===== config.mk =====
export PLATFORM = sky130hd
export DESIGN_NAME = ltsi_core
export DESIGN_NICKNAME = d
export VERILOG_FILES = /design/src/ltsi_pkg.sv /design/src/ltsi_alert_resp.sv /design/src/ltsi_core.sv
export SDC_FILE = /design/constraint.sdc
export NUM_CORES = 1
export LEC_CHECK = 0
export BUFFER_PORTS_ARGS = -buffer_cell sky130_fd_sc_hd__buf_2
export CAP_MARGIN = 20
export CORE_AREA = 2 2 92 94
export DETAILED_ROUTE_END_ITERATION = 12
export DIE_AREA = 0 0 94 96
export GPL_TIMING_DRIVEN = 0
export PLACE_DENSITY = 0.78
export SYNTH_ARGS = -nofsm -noshare
export SYNTH_HDL_FRONTEND = slang
export SYNTH_SLANG_ARGS = --single-unit

===== constraint.sdc =====
create_clock -name ref_clk -period 6.09 [get_ports ref_clk]
set_clock_uncertainty 0.15 [all_clocks]
set_input_delay 1.5225 -clock ref_clk [delete_from_list [all_inputs] [get_ports ref_clk]]
set_output_delay 1.5225 -clock ref_clk [all_outputs]
set_load 0.02 [all_outputs]

===== src/ltsi_pkg.sv =====
// constants shared by the light sensor threshold interrupt block
package ltsi_pkg;
    // register offsets on the device's internal byte port
    localparam logic [7:0] REG_INT_CTL = 8'h02;
    localparam logic [7:0] REG_LOW_LSB = 8'h03;
    localparam logic [7:0] REG_LOW_MSB = 8'h04;
    localparam logic [7:0] REG_HIGH_LSB = 8'h05;
    localparam logic [7:0] REG_HIGH_MSB = 8'h06;
    // interrupt control field layout
    localparam int HALT_BIT = 6;
    localparam int MODE_MSB = 5;
    localparam int MODE_LSB = 4;
    localparam int PERS_MSB = 3;
    localparam int PERS_LSB = 0;
    localparam int CTL_MSB = 6;
    // reset values, counter limit and step, and the every-conversion persistence code
    localparam logic [6:0] INT_CTL_RESET = 7'h00;
    localparam logic [15:0] THR_RESET = 16'h0000;
    localparam logic [3:0] CNT_RESET = 4'h0;
    localparam logic [3:0] CNT_MAX = 4'hF;
    localparam logic [3:0] CNT_STEP = 4'h1;
    localparam logic [3:0] PERSIST_EVERY = 4'h0;
    localparam logic [7:0] RDATA_NONE = 8'h00;
    // interrupt modes
    typedef enum logic [1:0] {
        MODE_OFF = 2'h0,
        MODE_LEVEL = 2'h1,
        MODE_ALERT = 2'h2,
        MODE_TEST = 2'h3
    } ltsi_mode_type;
    // alert response cycle
    localparam logic [6:0] ARA_ADDR = 7'h0C;
    localparam logic ARA_READ = 1'b1;
    localparam logic RESP_LSB = 1'b0;
    localparam logic [3:0] BYTE_BITS = 4'h8;
    localparam logic [3:0] LAST_BIT = 4'h7;
    localparam logic [3:0] BITS_RESET = 4'h0;
    localparam logic [3:0] BIT_STEP = 4'h1;
    localparam logic [7:0] SHIFT_RESET = 8'h00;
endpackage : ltsi_pkg


===== src/ltsi_alert_resp.sv =====
// alert response address responder with arbitration on the returned address byte
`timescale 1ns/1ps
module ltsi_alert_resp #(
    parameter logic [6:0] DEV_ADDR = 7'h2A
) (
    input wire logic ref_clk,
    input wire logic reset,
    input wire logic alert_active,
    input wire logic scl_in,
    input wire logic sda_in,
    output logic sda_out,
    output logic sda_oe_n,
    output logic ara_won,
    output logic ara_lost
);
    typedef enum logic [4:0] {
        ST_IDLE = 5'h01,
        ST_ADDR = 5'h02,
        ST_AACK = 5'h04,
        ST_DATA = 5'h08,
        ST_WAIT = 5'h10
    } ltsi_ara_state_type;

    typedef struct packed {
        logic scl_s1;
        logic scl_s2;
        logic scl_p;
        logic sda_s1;
        logic sda_s2;
        logic sda_p;
        ltsi_ara_state_type state;
        logic [3:0] bits;
        logic [7:0] shreg;
        logic drive;
        logic won;
        logic lost;
    } ltsi_ara_type;

    ltsi_ara_type q, d;
    logic rise, fall, start, stop;

    ////////////////////////////////////////////////////////////////////////////////
    // edges seen on the second sync stage only; the first stage feeds nothing else
    assign rise = q.scl_s2 & ~q.scl_p;
    assign fall = ~q.scl_s2 & q.scl_p;
    assign start = q.scl_s2 & q.scl_p & q.sda_p & ~q.sda_s2;
    assign stop = q.scl_s2 & q.scl_p & ~q.sda_p & q.sda_s2;

    // next state; data changes only while the clock is low
    always_comb begin
        d = q;
        d.scl_s1 = scl_in;
        d.scl_s2 = q.scl_s1;
        d.scl_p = q.scl_s2;
        d.sda_s1 = sda_in;
        d.sda_s2 = q.sda_s1;
        d.sda_p = q.sda_s2;
        d.won = 1'b0;
        d.lost = 1'b0;
        if (start) begin
            d.state = ST_ADDR;
            d.bits = ltsi_pkg::BITS_RESET;
            d.drive = 1'b0;
        end else if (stop) begin
            d.state = ST_IDLE;
            d.drive = 1'b0;
        end else begin
            unique case (q.state)
                ST_IDLE: begin
                    d.drive = 1'b0;
                end
                ST_ADDR: begin
                    if (rise) begin
                        d.shreg = {q.shreg[6:0], q.sda_s2};
                        d.bits = q.bits + ltsi_pkg::BIT_STEP;
                    end else if (fall && q.bits == ltsi_pkg::BYTE_BITS) begin
                        // only answer the alert address while our own alert stands
                        if (q.shreg == {ltsi_pkg::ARA_ADDR, ltsi_pkg::ARA_READ}
                                && alert_active) begin
                            d.drive = 1'b1;
                            d.state = ST_AACK;
                        end else begin
                            d.state = ST_IDLE;
                        end
                    end
                end
                ST_AACK: begin
                    if (fall) begin
                        // own address in the upper seven bits of the byte
                        d.shreg = {DEV_ADDR, ltsi_pkg::RESP_LSB};
                        d.bits = ltsi_pkg::BITS_RESET;
                        d.drive = ~DEV_ADDR[6];
                        d.state = ST_DATA;
                    end
                end
                ST_DATA: begin
                    if (rise) begin
                        if (!q.drive && !q.sda_s2) begin
                            // a lower address pulled low: back off, alert stays
                            d.lost = 1'b1;
                            d.drive = 1'b0;
                            d.state = ST_IDLE;
                        end else begin
                            d.shreg = {q.shreg[6:0], 1'b0};
                            d.bits = q.bits + ltsi_pkg::BIT_STEP;
                            d.won = (q.bits == ltsi_pkg::LAST_BIT);
                        end
                    end else if (fall) begin
                        if (q.bits == ltsi_pkg::BYTE_BITS) begin
                            d.drive = 1'b0;
                            d.state = ST_WAIT;
                        end else begin
                            d.drive = ~q.shreg[7];
                        end
                    end
                end
                ST_WAIT: begin
                    d.drive = 1'b0;
                end
                default: begin
                    d.state = ST_IDLE;
                    d.drive = 1'b0;
                end
            endcase
        end
    end

    // state register; sync flops reset high to match an idle bus
    always_ff @(posedge ref_clk) begin
        if (reset) begin
            q <= '{scl_s1: 1'b1, scl_s2: 1'b1, scl_p: 1'b1, sda_s1: 1'b1, sda_s2: 1'b1,
                   sda_p: 1'b1, state: ST_IDLE, bits: ltsi_pkg::BITS_RESET,
                   shreg: ltsi_pkg::SHIFT_RESET, drive: 1'b0, won: 1'b0, lost: 1'b0};
        end else begin
            q <= d;
        end
    end

    assign sda_out = 1'b0;
    assign sda_oe_n = ~q.drive;
    assign ara_won = q.won;
    assign ara_lost = q.lost;
endmodule : ltsi_alert_resp


===== src/ltsi_core.sv =====
// threshold comparison, persistence filter and interrupt output of the light sensor
`timescale 1ns/1ps
module ltsi_core #(
    parameter logic [6:0] DEV_ADDR = 7'h2A
) (
    input wire logic ref_clk,
    input wire logic reset,
    input wire logic reg_wr_en,
    input wire logic [7:0] reg_addr,
    input wire logic [7:0] reg_wdata,
    output logic [7:0] reg_rdata,
    input wire logic cmd_clear,
    input wire logic conv_done,
    input wire logic [15:0] ch0_data,
    output logic integ_halt,
    output logic int_out,
    output logic int_oe_n,
    input wire logic scl_in,
    input wire logic sda_in,
    output logic sda_out,
    output logic sda_oe_n
);
    typedef struct packed {
        logic [6:0] ctl;
        logic [15:0] low_thr;
        logic [15:0] high_thr;
        logic [3:0] cnt;
        logic irq;
        logic halt;
        logic [7:0] rdata;
    } ltsi_core_state_type;

    ltsi_core_state_type q, d;
    ltsi_pkg::ltsi_mode_type mode;
    logic [3:0] persist;
    logic out_of_range, in_range_hit, trigger, test_set, set_irq, clr_irq;
    logic [3:0] cnt_next;
    logic ara_won, ara_lost, alert_active;

    ////////////////////////////////////////////////////////////////////////////////
    // field decode of the control register
    assign mode = ltsi_pkg::ltsi_mode_type'(q.ctl[ltsi_pkg::MODE_MSB:ltsi_pkg::MODE_LSB]);
    assign persist = q.ctl[ltsi_pkg::PERS_MSB:ltsi_pkg::PERS_LSB];

    // window test on channel 0 only; no channel 1 input exists here
    assign out_of_range = (ch0_data <= q.low_thr)
                        | (ch0_data > q.high_thr);
    assign in_range_hit = conv_done & ~out_of_range;

    // saturating run length so a long excursion does not wrap back below the limit
    assign cnt_next = (q.cnt == ltsi_pkg::CNT_MAX) ? q.cnt : q.cnt + ltsi_pkg::CNT_STEP;

    // persistence filter decides whether this conversion raises the interrupt
    always_comb begin
        trigger = 1'b0;
        if (conv_done && mode != ltsi_pkg::MODE_OFF) begin
            if (persist == ltsi_pkg::PERSIST_EVERY) begin
                trigger = 1'b1;
            end else begin
                trigger = out_of_range && (cnt_next >= persist);
            end
        end
    end

    // writing the test code raises the interrupt right after the write
    assign test_set = reg_wr_en && reg_addr == ltsi_pkg::REG_INT_CTL
                    && reg_wdata[ltsi_pkg::MODE_MSB:ltsi_pkg::MODE_LSB] == ltsi_pkg::MODE_TEST;
    assign set_irq = trigger | test_set;

    // command clear works in every mode, which is also the resume path after a halt
    // alert response clears only when won; a lost arbitration clears nothing
    always_comb begin
        clr_irq = cmd_clear;
        if ((mode == ltsi_pkg::MODE_ALERT || mode == ltsi_pkg::MODE_TEST) && ara_won) begin
            clr_irq = 1'b1;
        end
    end

    ////////////////////////////////////////////////////////////////////////////////
    // next state of registers, counter and pending flag
    always_comb begin
        d = q;
        if (reg_wr_en) begin
            unique case (reg_addr)
                ltsi_pkg::REG_INT_CTL: d.ctl = reg_wdata[ltsi_pkg::CTL_MSB:0];
                ltsi_pkg::REG_LOW_LSB: d.low_thr[7:0] = reg_wdata;
                ltsi_pkg::REG_LOW_MSB: d.low_thr[15:8] = reg_wdata;
                ltsi_pkg::REG_HIGH_LSB: d.high_thr[7:0] = reg_wdata;
                ltsi_pkg::REG_HIGH_MSB: d.high_thr[15:8] = reg_wdata;
                default: d.ctl = q.ctl;
            endcase
        end
        // run length of out-of-range results, reset by any in-range result
        if (in_range_hit) begin
            d.cnt = ltsi_pkg::CNT_RESET;
        end else if (conv_done) begin
            d.cnt = cnt_next;
        end
        // set wins over a clear landing in the same cycle
        if (set_irq) begin
            d.irq = 1'b1;
        end else if (clr_irq) begin
            d.irq = 1'b0;
        end
        // halt follows the pending flag while enabled
        d.halt = d.irq && d.ctl[ltsi_pkg::HALT_BIT]
               && d.ctl[ltsi_pkg::MODE_MSB:ltsi_pkg::MODE_LSB] != ltsi_pkg::MODE_OFF;
        // read data; reserved top bit of control reads zero
        unique case (reg_addr)
            ltsi_pkg::REG_INT_CTL: d.rdata = {1'b0, d.ctl};
            ltsi_pkg::REG_LOW_LSB: d.rdata = d.low_thr[7:0];
            ltsi_pkg::REG_LOW_MSB: d.rdata = d.low_thr[15:8];
            ltsi_pkg::REG_HIGH_LSB: d.rdata = d.high_thr[7:0];
            ltsi_pkg::REG_HIGH_MSB: d.rdata = d.high_thr[15:8];
            default: d.rdata = ltsi_pkg::RDATA_NONE;
        endcase
    end

    // state register; thresholds come up at zero
    always_ff @(posedge ref_clk) begin
        if (reset) begin
            q <= '{ctl: ltsi_pkg::INT_CTL_RESET, low_thr: ltsi_pkg::THR_RESET,
                   high_thr: ltsi_pkg::THR_RESET, cnt: ltsi_pkg::CNT_RESET, irq: 1'b0,
                   halt: 1'b0, rdata: ltsi_pkg::RDATA_NONE};
        end else begin
            q <= d;
        end
    end

    ////////////////////////////////////////////////////////////////////////////////
    // open-drain pin: value fixed low, enable pulls it; off mode never drives
    assign alert_active = q.irq && mode != ltsi_pkg::MODE_OFF;
    assign int_out = 1'b0;
    assign int_oe_n = ~alert_active;
    assign integ_halt = q.halt;
    assign reg_rdata = q.rdata;

    // alert response cycle on the serial pins
    ltsi_alert_resp #(
        .DEV_ADDR(DEV_ADDR)
    ) u_alert_resp (
        .ref_clk(ref_clk),
        .reset(reset),
        .alert_active(alert_active),
        .scl_in(scl_in),
        .sda_in(sda_in),
        .sda_out(sda_out),
        .sda_oe_n(sda_oe_n),
        .ara_won(ara_won),
        .ara_lost(ara_lost)
    );
endmodule : ltsi_core


# ---- After elaboration in Yosys (flattened, before gate mapping)
# Index checks and enable logic that the tools add are counted.
dict set report word_totals {
  out_inout_bits 13
  word_cells 146
  mem_bits_rw 0
  mem_bits_ro 0
  regBits 78
  inputBits 39
  latchBits 0
  memories 0
}
dict set report op_classes {
  div_mod_pow 0
  order_cmp 3
  shift 0
  n_bitwise 23
  n_mul 0
  mux 37
  n_addsub 2
  eq_ne 34
  reduce_logical 28
}
# operator count
set op_table {}
lappend op_table {{2-to-1 mux 12 bit} 4}
lappend op_table {{one-hot mux 8 bit (5 select lines)} 1}
lappend op_table {{2-to-1 mux 39 bit} 1}
lappend op_table {{one-hot mux 12 bit (3 select lines)} 1}
lappend op_table {{2-to-1 mux 8 bit} 4}
lappend op_table {{2-to-1 mux 5 bit} 6}
lappend op_table {{== test 8 x 3 -> 1 bit (second input constant)} 3}
lappend op_table {{AND reduction 7 bit} 3}
lappend op_table {{one-hot mux 5 bit (4 select lines)} 1}
lappend op_table {{2-to-1 mux 18 bit} 1}
lappend op_table {{== test 8 x 2 -> 1 bit (second input constant)} 2}
lappend op_table {{greater-than comparator 16 bit} 1}
lappend op_table {{<= comparator 16 bit} 1}
lappend op_table {{inverter 1 bit} 13}
lappend op_table {{2-to-1 mux 1 bit} 12}
lappend op_table {{AND reduction 6 bit} 2}
lappend op_table {{logical AND 1 bit} 11}
lappend op_table {{!= test 2 x 1 -> 1 bit (second input constant)} 5}
lappend op_table {{!= test 5 x 1 -> 1 bit (second input constant)} 2}
lappend op_table {{!= test 3 x 1 -> 1 bit (second input constant)} 3}
lappend op_table {{adder 4 x 1 -> 4 bit (second input constant)} 2}
lappend op_table {{AND 1 bit} 8}
lappend op_table {{== test 4 bit (second input constant)} 2}
lappend op_table {{== test 8 x 5 -> 1 bit (second input constant)} 1}
lappend op_table {{other kinds (28)} 37}

# ---- Logic depth before layout (Yosys ltp)
# Gate-level depths: netlist of run 1.
dict set report logic_depth {
  ltp_word 10
  depth_mapped 10
  ltp_nobuf 10
}

# ---- Hierarchy
# From an unflattened synthesis of run 1, not the netlist that was laid out.
dict set report hier_totals {
  cells_unflattened 558
  area_unflattened_um2 4773.3
}
# module area_each_um2 cells_each seq_area_each_um2 instances
set modules_own_cells {}
lappend modules_own_cells {ltsi_core 3379.5 399 1061.0 1}
lappend modules_own_cells {ltsi_alert_resp 1393.8 159 520.5 1}

# ---- Worst setup path after synthesis of run 1
# Ideal clock, no wire load.
dict set report synth_path {
  kind {input -> register}
  start {input port reg_addr[5]}
  end {register q (netlist bit integ_halt)}
  path_slack_ns 2.604
  path_stages 6
  setup_ns 0.070
  arrival_time_ns 3.266
  n_path_buf 0
  path_cell_list {or4_4 -> nor4b_4 -> nand2_4 -> mux2i_1 -> a2111o_1 -> a21oi_1}
}
dict set report synth_via {
  elab_chain_len 7
  elab_cells_between_ends 10
}
# element line_no
set synth_rtl {}
lappend synth_rtl {{start: declaration} ltsi_core.sv:9} ;# input wire logic [7:0] reg_addr,
lappend synth_rtl {{== test 8 x 2 -> 1 bit *} {ltsi_core.sv:66, ltsi_core.sv:84}}
lappend synth_rtl {{logical AND 1 bit} ltsi_core.sv:66} ;# assign test_set = reg_wr_en && reg_addr == ltsi_pkg::REG_INT_CTL
lappend synth_rtl {{logical AND 1 bit} ltsi_core.sv:67} ;# && reg_wdata[ltsi_pkg::MODE_MSB:ltsi_pkg::MODE_LSB] == ltsi_pkg::MODE_TEST;
lappend synth_rtl {{bitwise OR 1 bit} ltsi_core.sv:68} ;# assign set_irq = trigger | test_set;
lappend synth_rtl {{2-to-1 mux 1 bit} ltsi_core.sv:100} ;# if (set_irq) begin
lappend synth_rtl {{logical AND 1 bit} ltsi_core.sv:106} ;# d.halt = d.irq && d.ctl[ltsi_pkg::HALT_BIT]
lappend synth_rtl {{logical AND 1 bit *} ltsi_core.sv:107} ;# && d.ctl[ltsi_pkg::MODE_MSB:ltsi_pkg::MODE_LSB] != ltsi_pkg::MODE_OFF;
lappend synth_rtl {{end signal: assignment} ltsi_core.sv:122} ;# q <= '{ctl: ltsi_pkg::INT_CTL_RESET, low_thr: ltsi_pkg::THR_RESET,
lappend synth_rtl {{end: declaration} ltsi_core.sv:33} ;# ltsi_core_state_type q, d;
# Every way passes the cells marked *; elsewhere a longest branch is shown, timed or not.
# A chain may end at the register's enable or synchronous reset.

# ---- Worst setup path after layout of run 1
# Ends and elaborated chain as after synthesis.

==> results of run 1 <==
==> area by class of cell <==
cell class | count | area, sq um | share of cell area (%)
Clock buffer | 10 | 127.6 | 2.488
Multi-Input combinational cell | 371 | 2655 | 51.77
Timing Repair Buffer | 45 | 225.2 | 4.391
Buffer | 28 | 162.7 | 3.172
Sequential cell | 78 | 1562 | 30.45
Tap cell | 105 | 131.4 | 2.562
Inverter | 46 | 172.7 | 3.367
Clock inverter | 6 | 92.59 | 1.805
==> cells by family after synthesis <==
| logic type | synth area share [%] |
|---|---|
| AND/OR/NAND/NOR | 20.61 |
| AO/OA/AOI/OAI | 14.91 |
| flip-flops | 34.33 |
| buffers and inverters | 7.373 |
| multiplexers | 10.81 |
| adder cells (fa/ha/maj) | 10.73 |
| XOR/XNOR | 1.155 |
| other | 0.08245 |
==> worst max path at each step <==
stage                      start               endpoint  slack (ns)  cells past startpoint
finish               reg_addr[5]  integ_halt$_SDFF_PP0_        2.53                      7
global route        ch0_data[10]  integ_halt$_SDFF_PP0_        2.40                      8
CTS                  reg_addr[5]  integ_halt$_SDFF_PP0_        2.52                      7
detailed placement   reg_addr[5]  integ_halt$_SDFF_PP0_        2.14                      7
global placement     reg_addr[5]  integ_halt$_SDFF_PP0_        2.19                      7
floorplan            reg_addr[5]  integ_halt$_SDFF_PP0_        2.60                      6
==> power breakdown <==
group	internal, W	switching (W)	total, W
sequential	0.000513	0.00000375	0.000517
clock	0.000234	0.000199	0.000433
combinational	0.0000391	0.0000600	0.0000992
==> Yosys cell counts (2+ instances only) <==
cell        n
dfxtp_1    78
nor2_1     63
mux2i_1    48
inv_1      46
ha_1       39
a21oi_1    33
nand2_1    22
a22oi_1    15
nand3_1    14
clkbuf_1   12
buf_4      11
nand4_1     9
nand2b_1    8
nor2b_1     8
o21ai_0     8
o22ai_1     8
a21o_1      7
nor3_1      6
or2_2       6
or2b_1      6
or3_1       6
xnor2_1     6
a211oi_1    3
a31oi_1     3
a41o_1      3
and2_1      3
and3_1      3
nor4_1      3
a2111oi_0   2
a32oi_1     2
buf_1       2
buf_6       2
nand3b_1    2
nand4_2     2
or4_1       2
==> routing by layer <==
metal	GRT usage (%)	share of wire [%]	wire length [um]
met1	35.17	47	5152
met4	9.783	2.0	223
met5	0	0	0
met2	40.77	45	4959
met3	4.620	6.6	732
==> worst max-delay path, delay by kind of cell <==
kind	cells	cell delay, ns
AO/OA/AOI/OAI	2	0.55
buffers and inverters	1	0.10
multiplexers	1	0.20
AND/OR/NAND/NOR	3	1.31
==> cells in the final DEF (no fill, tap or decap), types with 6 or more instances in the layout <==
cell      count
a21o_1        7
a21oi_1      33
a22oi_1      15
buf_2        46
buf_4        11
clkbuf_1     13
clkbuf_8      9
dfxtp_1      78
ha_1         39
inv_1        46
mux2i_1      48
nand2_1      22
nand2b_1      8
nand3_1      14
nand4_1       9
nor2_1       63
nor2b_1       8
nor3_1        6
o21ai_0       8
o22ai_1       8
or2_2         6
or2b_1        6
or3_1         6
xnor2_1       6
==> flip-flops by register name, summed over array words and instances, names as in the netlist <==
signal                count
integ_halt                1
mode                      2
u_alert_resp.q           20
q                        38
u_alert_resp.d            4
persist                   4
u_alert_resp.ara_won      1
reg_rdata                 8
==> stage by stage <==
step / cells / util, % / total power (W) / worst slack, ns / hold slack [ns]
final: 689 / 63.70 / 0.001049 / 2.532 / 0.2681
after CTS: 689 / 63.70 / 0.001052 / 2.525 / 0.2722
after global routing: 689 / 63.70 / 0.001085 / 2.401 / 0.2797
after detailed placement: 673 / 60.96 / 0.0006256 / 2.143 / 0.2516
after global placement: 673 / 60.96 / 0.0006219 / 2.192 / 0.2414
after floorplan: 523 / - / 0.0005877 / 2.604 / 0.2395
==> run_results.csv, run 1 <==
group,metric,value,unit
routing,drc,0,
global_route,grt_util_all_layers,25.76,%
critical_path,r2r_start,"q[43]$_SDFF_PP0_",
timing,tightest_slew,0.6491,ns
routing,dr.pass1.iters,5,
critical_path,reg2regPathDepth,8,
synthesis,ys_seq_elements,78,
floorplanning,core_area,8051,sq um
synthesis,synthArstFlopShare,0,%
status,outcome,"completed",
synthesis,synth_edf_count,0,
timing,rsz0062_at_grt,"false",
pwr,ir_worst_vdd,120.9,uV
placement,post-dp-hpwl,8.389,mm
floorplanning,dieArea,9024,sq um
floorplanning,num_io_pins,52,
timing,hold_viol_final,0,
global_route,grt_pass1_wl,17.97,mm
final_layout,final_nets,657,
critical_path,path_cells,"buf_2 -> or4_4 -> nor4b_4 -> nand2_4 -> mux2i_1 -> a2111o_1 -> a21oi_1",
timing,fmax,281.0,MHz
cts,clock_path_buffers,2,
synthesis,synth_warnings,0,
worst_hold_path,worst_hold_path.num_cells,1,
routing,wl,11.07,mm
synthesis,syn_area,4548,sq um
final_layout,area_growth,12.76,%
synthesis,synthFlopType,"dfxtp_1",
cts,postCtsHoldBufs,0,
routing,detail_route.iter0.violations,206,
cts,cts_resized,0,
global_route,antenna_found_initial,0,
critical_path,arrival,3.68,ns
cts,ctsHtreeMaxLevel,3,
worst_hold_path,min_path_type,"register to register",
critical_path,path_max_fanout,10,
cts,clockRootBuffer,"clkbuf_8",
floorplanning,rows,33,
synthesis,syn_area_per_cell,8.713,sq um
cts,cts_tree,"done",
floorplanning,die_w,94,um
placement,gp_congestion,0.8848,
final_layout,diodes,0,
routing,via_count,3952,
final_layout,final_cell_area,5129,sq um
critical_path,worst_path_largest_cell_delay,0.55,ns
routing,wire_per_inst,16.06,um
synthesis,synth_cell_types,66,
critical_path,reg2reg_slack,3.38,ns
floorplanning,die_h,96,um
critical_path,r2r_end,"integ_halt$_SDFF_PP0_",
synthesis,synth.yosys.seq_area_share,34.33,%
floorplanning,start_util,56.49,%
critical_path,required,6.21,ns
global_route,grt_pass1_vias,3690,
critical_path,crit_type,"primary input to register",
synthesis,yosysTopAreaCell,"dfxtp_1",
critical_path,cpMaxStageDelayCell,"or4_4",
worst_hold_path,min_from,"u_alert_resp.d[24]$_SDFF_PP1_",
timing,finalSetupViolations,0,
critical_path,startpoint_type,"primary input",
global_route,grt_overflow_total,0,
placement,portBuffers,45,
timing,maxSlewHeadroom,56.72,%
timing,drv_slew,0,
cts,cts_setup_buffers,0,
timing,post-route-period-util,58.43,%
timing,fin_tns_setup,0,ns
worst_hold_path,min_to,"u_alert_resp.d[23]$_SDFF_PP1_",
cts,cts_made_buffers,9,
synthesis,yosysTopAreaCellShare,34.33,%
routing,post_drt_via_cell_ratio,5.736,
cts,insertion_delay,0.36,ns
timing,fin_crit,3.558,ns
synthesis,synthTopCellsByArea,"dfxtp_1 (34%), ha_1 (11%), mux2i_1 (11%)",
routing,ant_nets,0,
cts,clk_pin_slew,0.08,ns
pwr,power_density,204.5,nW/um^2
pwr,leakagePower,2.277,nW
global_route,grt_max_degree,15,
final_layout,drive_gt1_share,15.58,%
job,cap_violations,0,
placement,place_area,4908,sq um
cts,clkSinkCount,78,
critical_path,critPathCaptureType,"register",
synthesis,syn_inst,522,
final_layout,fill_cells,687,
Power figures use the tool's default switching activity.
==> run 2: changes to the inputs <==
--- a/config.mk
+++ b/config.mk
@@ -5,13 +5,14 @@
 export SDC_FILE = /design/constraint.sdc
 export NUM_CORES = 1
 export LEC_CHECK = 0
+export ABC_AREA = 1
 export BUFFER_PORTS_ARGS = -buffer_cell sky130_fd_sc_hd__buf_2
 export CAP_MARGIN = 20
-export CORE_AREA = 2 2 92 94
+export CORE_AREA = 2 2 96 98
 export DETAILED_ROUTE_END_ITERATION = 12
-export DIE_AREA = 0 0 94 96
+export DIE_AREA = 0 0 98 100
 export GPL_TIMING_DRIVEN = 0
-export PLACE_DENSITY = 0.78
+export PLACE_DENSITY = 0.75
 export SYNTH_ARGS = -nofsm -noshare
 export SYNTH_HDL_FRONTEND = slang
 export SYNTH_SLANG_ARGS = --single-unit
==> constraint.sdc (replaced) <==
create_clock -name ref_clk -period 3.05 [get_ports ref_clk]
set_clock_uncertainty 0.15 [all_clocks]
set_input_delay 0.7625 -clock ref_clk [delete_from_list [all_inputs] [get_ports ref_clk]]
set_output_delay 0.7625 -clock ref_clk [all_outputs]
set_load 0.02 [all_outputs]
==> run_results.csv, run 2 <==
group,metric,value,unit
floorplanning,die_h,100,um
timing,tightest_slew,0.7300,ns
global_route,grt_pass1_vias,4055,
final_layout,stdcell_count,824,
synthesis,yosysTopAreaCellShare,34.40,%
timing,fmax,393.3,MHz
final_layout,area_growth,13.26,%
pwr,ir_worst_vdd,233.9,uV
pwr,power_density,428.9,nW/um^2
cts,ctsHtreeMaxLevel,3,
placement,portBuffers,48,
final_layout,drive_gt1_share,14.87,%
cts,clkSinkCount,78,
floorplanning,rows,35,
critical_path,worst_path_largest_cell_delay,0.52,ns
synthesis,synth.yosys.seq_area_share,34.40,%
critical_path,r2r_start,"q[29]$_SDFF_PP0_",
final_layout,most-common-layout-cells,"nand2_1 (119), nor2_1 (107), inv_1 (85), dfxtp_1 (78), buf_2 (51)",
synthesis,synthTopCellsByArea,"dfxtp_1 (34%), ha_1 (11%), nand2_1 (9.8%)",
critical_path,crit_type,"primary input to register",
worst_hold_path,min_path_type,"register to register",
worst_hold_path,min_to,"u_alert_resp.d[23]$_SDFF_PP1_",
final_layout,largest_register_ffs,38,
timing,rsz0062_at_grt,"false",
timing,fin_ws,0.5077,ns
synthesis,synth_cell_types,43,
routing,post_drt_via_cell_ratio,5.177,
global_route,antenna_found_initial,0,
cts,clk_pin_slew,0.08,ns
critical_path,critPathCaptureType,"register",
timing,post-route-period-util,83.35,%
global_route,grt_pass1_wl,18.25,mm
critical_path,required,3.12,ns
final_layout,final_common_cell,"nand2_1",
cts,clockRootBuffer,"clkbuf_8",
final_layout,final_nets,786,
final_layout,fin_util,57.83,%
placement,post-dp-hpwl,8.730,mm
floorplanning,core_area,8890,sq um
cts,clock_path_buffers,2,
critical_path,arrival,2.61,ns
cts,cts_made_buffers,9,
synthesis,yosysMostFrequentCell,"nand2_1",
cts,cts_setup_buffers,0,
critical_path,path_cells,"buf_2 -> ha_1 -> nand2_1 -> nor4_1 -> nand3_1 -> nand2_1 -> nand2_1 -> o21ai_0 -> nor2_1",
synthesis,syn_inst,647,
timing,maxSlewHeadroom,50.89,%
critical_path,reg2regPathDepth,9,
status,outcome,"completed",
global_route,grt_util_all_layers,23.20,%
synthesis,syn_area_per_cell,7.016,sq um
routing,dr.pass1.iters,5,
pwr,p_comb_share,13.5,%
cts,insertion_delay,0.35,ns
critical_path,reg2reg_slack,0.67,ns
floorplanning,dieArea,9800,sq um
pwr,p_sw,0.0005927,W
synthesis,synth_edf_count,0,
job,cap_violations,0,
routing,via_count,4266,
critical_path,crit_path_frequent_cell,"nand2_1",
critical_path,r2r_end,"q[12]$_SDFFE_PP0P_",
cts,postCtsHoldBufs,0,
pwr,p_int,0.001612,W
synthesis,ys_seq_elements,78,
placement,dp_cells,808,
critical_path,cpMaxStageDelayCell,"nor4_1",
synthesis,synth_commonest_cells,"nand2_1 (119), nor2_1 (107), inv_1 (85)",
routing,detail_route.iter0.violations,219,
pwr,seqPwrFrac,48.4,%
pwr,switching_share,26.88,%
global_route,grt_max_degree,14,
pwr,leakagePower,2.322,nW
synthesis,syn_area,4539,sq um
final_layout,fill_cells,831,
floorplanning,num_io_pins,52,
pwr,clkPwrFrac,38.1,%
routing,ant_nets,0,
worst_hold_path,min_from,"u_alert_resp.d[24]$_SDFF_PP1_",
worst_hold_path,worst_hold_path.num_cells,1,
placement,dp_slack,0.1801,ns
final_layout,diodes,0,
timing,fin_tns_setup,0,ns
floorplanning,start_util,51.06,%
timing,drv_slew,0,
timing,hold_viol_final,0,
synthesis,synthFlopType,"dfxtp_1",
global_route,grt_overflow_total,0,
routing,wl,10.99,mm
timing,finalSetupViolations,0,
synthesis,synth_warnings,0,
cts,cts_resized,0,
placement,gp_congestion,0.8855,
routing,drc,0,
final_layout,largest_register,"q",
routing,wire_per_inst,13.33,um
pwr,total_power,0.002205,W
cts,cts_tree,"done",
floorplanning,die_w,98,um
synthesis,yosysTopAreaCell,"dfxtp_1",
critical_path,startpoint_type,"primary input",
critical_path,path_max_fanout,4,
synthesis,synthArstFlopShare,0,%
timing,fin_crit,2.542,ns
## run 2: worst max path at each step
stage                       startpoint  slack [ns]  cells past startpoint            endpoint
final                     ch0_data[15]        0.51                      9  q[12]$_SDFFE_PP0P_
after global routing      ch0_data[15]        0.36                      9  q[10]$_SDFFE_PP0P_
after CTS                 ch0_data[15]        0.55                      9  q[12]$_SDFFE_PP0P_
after detailed placement  ch0_data[15]        0.18                      9  q[13]$_SDFFE_PP0P_
after global placement    ch0_data[15]        0.18                      9  q[12]$_SDFFE_PP0P_
after floorplan           ch0_data[15]        0.78                      8  q[10]$_SDFFE_PP0P_
## run 2: cell type report
type / count / area (sq um) / area share [%]
Multi-Input combinational cell: 458 / 2490 / 48.43
Sequential cell: 78 / 1562 / 30.37
Inverter: 89 / 334.1 / 6.498
Timing Repair Buffer: 49 / 245.2 / 4.770
Buffer: 23 / 157.7 / 3.066
Tap cell: 111 / 138.9 / 2.701
Clock buffer: 10 / 127.6 / 2.482
Clock inverter: 6 / 86.33 / 1.679
## run 2: cells by family after synthesis
kind of cell             Yosys count  synth area share [%]
adder cells (fa/ha/maj)           39                 10.75
flip-flops                        78                 34.40
AO/OA/AOI/OAI                     99                 12.27
other                              1               0.08261
buffers and inverters            112                 10.83
XOR/XNOR                           2                0.3860
AND/OR/NAND/NOR                  316                 31.28
## run 2: routing by layer
layer,global-route usage [%],vias to the layer above,share of wire (%)
li1,-,2186,-
met1,29.23,1920,44
met2,40.15,137,48
met3,4.318,23,5.3
met4,7.799,0,2.7
met5,0,-,0
## run 2: power groups by stage
stage	Sequential (W)	Clock, W	Combinational (W)
2_1_floorplan	0.00108	0	0.000203
3_3_place_gp	0.00109	0	0.000278
3_5_place_dp	0.00109	0	0.000294
4_1_cts	0.00107	0.000850	0.000296
5_1_grt	0.00107	0.000890	0.000344
6_report	0.00107	0.000841	0.000297
## run 2: through the flow
stage	instance area, sq um	hold slack [ns]
3_5_place_dp	4927	0.2440
4_1_cts	5141	0.2585
2_1_floorplan	4543	0.2395
3_3_place_gp	4922	0.2410
6_report	5141	0.2570
5_1_grt	5141	0.2765
## run 2: critical path, delay by kind of cell
family	cells	cell delay [ns]
AO/OA/AOI/OAI	1	0.44
adder cells (fa/ha/maj)	1	0.29
buffers and inverters	1	0.11
AND/OR/NAND/NOR	6	1.00
==> run 3: changes to the inputs <==
==> constraint.sdc (replaced) <==
create_clock -name ref_clk -period 2.2 [get_ports ref_clk]
set_clock_uncertainty 0.15 [all_clocks]
set_input_delay 0.55 -clock ref_clk [delete_from_list [all_inputs] [get_ports ref_clk]]
set_output_delay 0.55 -clock ref_clk [all_outputs]
set_load 0.02 [all_outputs]
==> run_results.csv, run 3 (synthesized netlist as in run 2, its figures left out) <==
group,metric,value,unit
cts,clock_path_buffers,2,
placement,portBuffers,48,
floorplanning,die_w,98,um
global_route,grt_pass1_wl,18.29,mm
critical_path,crit_type,"primary input to register",
placement,post-dp-hpwl,8.730,mm
final_layout,most-common-layout-cells,"nand2_1 (116), nor2_1 (105), inv_1 (84), dfxtp_1 (76), buf_2 (51)",
critical_path,path_max_fanout,6,
floorplanning,rows,35,
job,cap_violations,0,
critical_path,arrival,2.20,ns
cts,clk_pin_slew,0.08,ns
cts,cts_made_buffers,9,
timing,fin_crit,2.128,ns
floorplanning,core_area,8890,sq um
floorplanning,dieArea,9800,sq um
routing,wire_per_inst,13.61,um
timing,fmax,470.0,MHz
routing,drc,0,
critical_path,path_buf_inv,2,
pwr,power_density,584.8,nW/um^2
cts,cts_tree,"done",
routing,ant_nets,0,
floorplanning,start_util,51.06,%
final_layout,largest_register_ffs,38,
cts,ctsHtreeMaxLevel,3,
timing,drv_slew,0,
routing,dr.pass1.iters,5,
timing,fin_tns_setup,0,ns
pwr,switching_share,27.38,%
critical_path,r2r_start,"q[10]$_SDFFE_PP0P_",
final_layout,area_growth,16.51,%
critical_path,worst_path_largest_cell_delay,0.21,ns
placement,place_area,4927,sq um
critical_path,path_cells,"buf_2 -> nor2_1 -> nand2_2 -> nor2_4 -> nand3_4 -> nor2_8 -> buf_4 -> nand2_1 -> o21ai_2 -> or2_0 -> nand3_1 -> nor2_1 -> nor2_1",
routing,post_drt_via_cell_ratio,5.198,
status,outcome,"completed",
cts,clockRootBuffer,"clkbuf_8",
critical_path,startpoint_type,"primary input",
timing,post-route-period-util,96.72,%
global_route,grt_pass1_vias,4056,
cts,postCtsHoldBufs,0,
timing,tightest_slew,0.7540,ns
critical_path,startpoint,"reg_addr[7]",
floorplanning,die_h,100,um
global_route,antenna_found_initial,0,
final_layout,largest_register,"q",
pwr,leakagePower,2.383,nW
timing,rsz0062_at_grt,"true",
routing,via_count,4325,
routing,detail_route.iter0.violations,283,
critical_path,crit_path_frequent_cell,"nor2_1",
pwr,clkPwrFrac,37.7,%
final_layout,diodes,0,
worst_hold_path,min_path_type,"primary input to register",
critical_path,cpMaxStageDelayCell,"nor2_4",
pwr,p_comb_share,14.4,%
placement,gp_congestion,0.8855,
timing,finalSetupViolations,0,
critical_path,required,2.27,ns
critical_path,critPathCaptureType,"register",
critical_path,cpLargestDelayFamily,"simple AND/OR/NAND/NOR gates",
cts,clkSinkCount,78,
pwr,p_int,0.002246,W
routing,wl,11.32,mm
pwr,ir_worst_vdd,316.9,uV
pwr,seqPwrFrac,47.9,%
final_layout,multi_input_area,2574,sq um
final_layout,regArea,1564,sq um
cts,insertion_delay,0.35,ns
final_layout,final_common_cell,"nand2_1",
global_route,grt_util_all_layers,23.24,%
final_layout,fill_cells,810,
worst_hold_path,min_from,"scl_in",
floorplanning,num_io_pins,52,
global_route,grt_max_degree,14,
final_layout,final_cell_area,5289,sq um
timing,hold_viol_final,0,
final_layout,final_nets,794,
timing,maxSlewHeadroom,49.27,%
pwr,p_sw,0.0008467,W
global_route,grt_overflow_total,0,
final_layout,drive_gt1_share,18.17,%
==> run 3: path summary, 6_finish.rpt <==
check                                  endpoint  slack [ns]  cells after the start
setup / recovery        reg_rdata[0]$_SDFF_PP0_        0.07                     13
hold / removal    u_alert_resp.d[24]$_SDFF_PP1_        0.23                      2
setup reg to reg                q[9]$_SDFF_PP0_        0.10                     15
hold reg to reg   u_alert_resp.d[23]$_SDFF_PP1_        0.26                      1
==> run 3: cell type report <==
type                    count  share of cell area, %
flip-flops and latches     78                  29.57
clock inverters             6                  1.632
inverters                  89                  6.317
repair buffers             57                  5.772
plain buffers              23                  3.004
multi-input cells         458                  48.66
clock buffers              10                  2.413
well taps                 111                  2.626
==> run 3: power groups by stage <==
| stage | sequential, W | combinational (W) | clock [W] |
|---|---|---|---|
| 3_3_place_gp | 0.00151 | 0.000386 | 0 |
| 5_1_grt | 0.00149 | 0.000508 | 0.00123 |
| 3_5_place_dp | 0.00151 | 0.000408 | 0 |
| 6_report | 0.00148 | 0.000445 | 0.00117 |
| 2_1_floorplan | 0.00150 | 0.000281 | 0 |
| 4_1_cts | 0.00148 | 0.000411 | 0.00118 |
==> run 3: metrics by stage <==
step           instances  power (W)  util, %  hold WS, ns  setup WS (ns)
4_1_cts              824   0.003068    57.90       0.2210        0.02811
3_3_place_gp         807   0.001894    55.37       0.2410        -0.4603
2_1_floorplan        648   0.001784        -       0.2395         0.1396
5_1_grt              832   0.003230    59.49       0.2295       -0.03395
6_report             832   0.003093    59.49       0.2318        0.07226
3_5_place_dp         808   0.001919    55.43       0.2440        -0.4574
==> run 3: what timing repair did <==
| item | CTS | global route |
|---|---|---|
| resized for setup | 2 | 30 |
| pin swaps | 0 | 9 |
| setup endpoints to repair | 4 | 26 |
| setup buffers | 0 | 8 |
==> run 3: routing by layer <==
metal / routed length [um] / part of all wire (%) / global-route usage [%] / vias to the layer above
li1: - / - / - / 2198
met1: 4796 / 42 / 29.36 / 1968
met2: 5538 / 49 / 40.15 / 139
met3: 740 / 6.5 / 4.318 / 20
met4: 250 / 2.2 / 7.799 / 0
met5: 0 / 0 / 0 / -
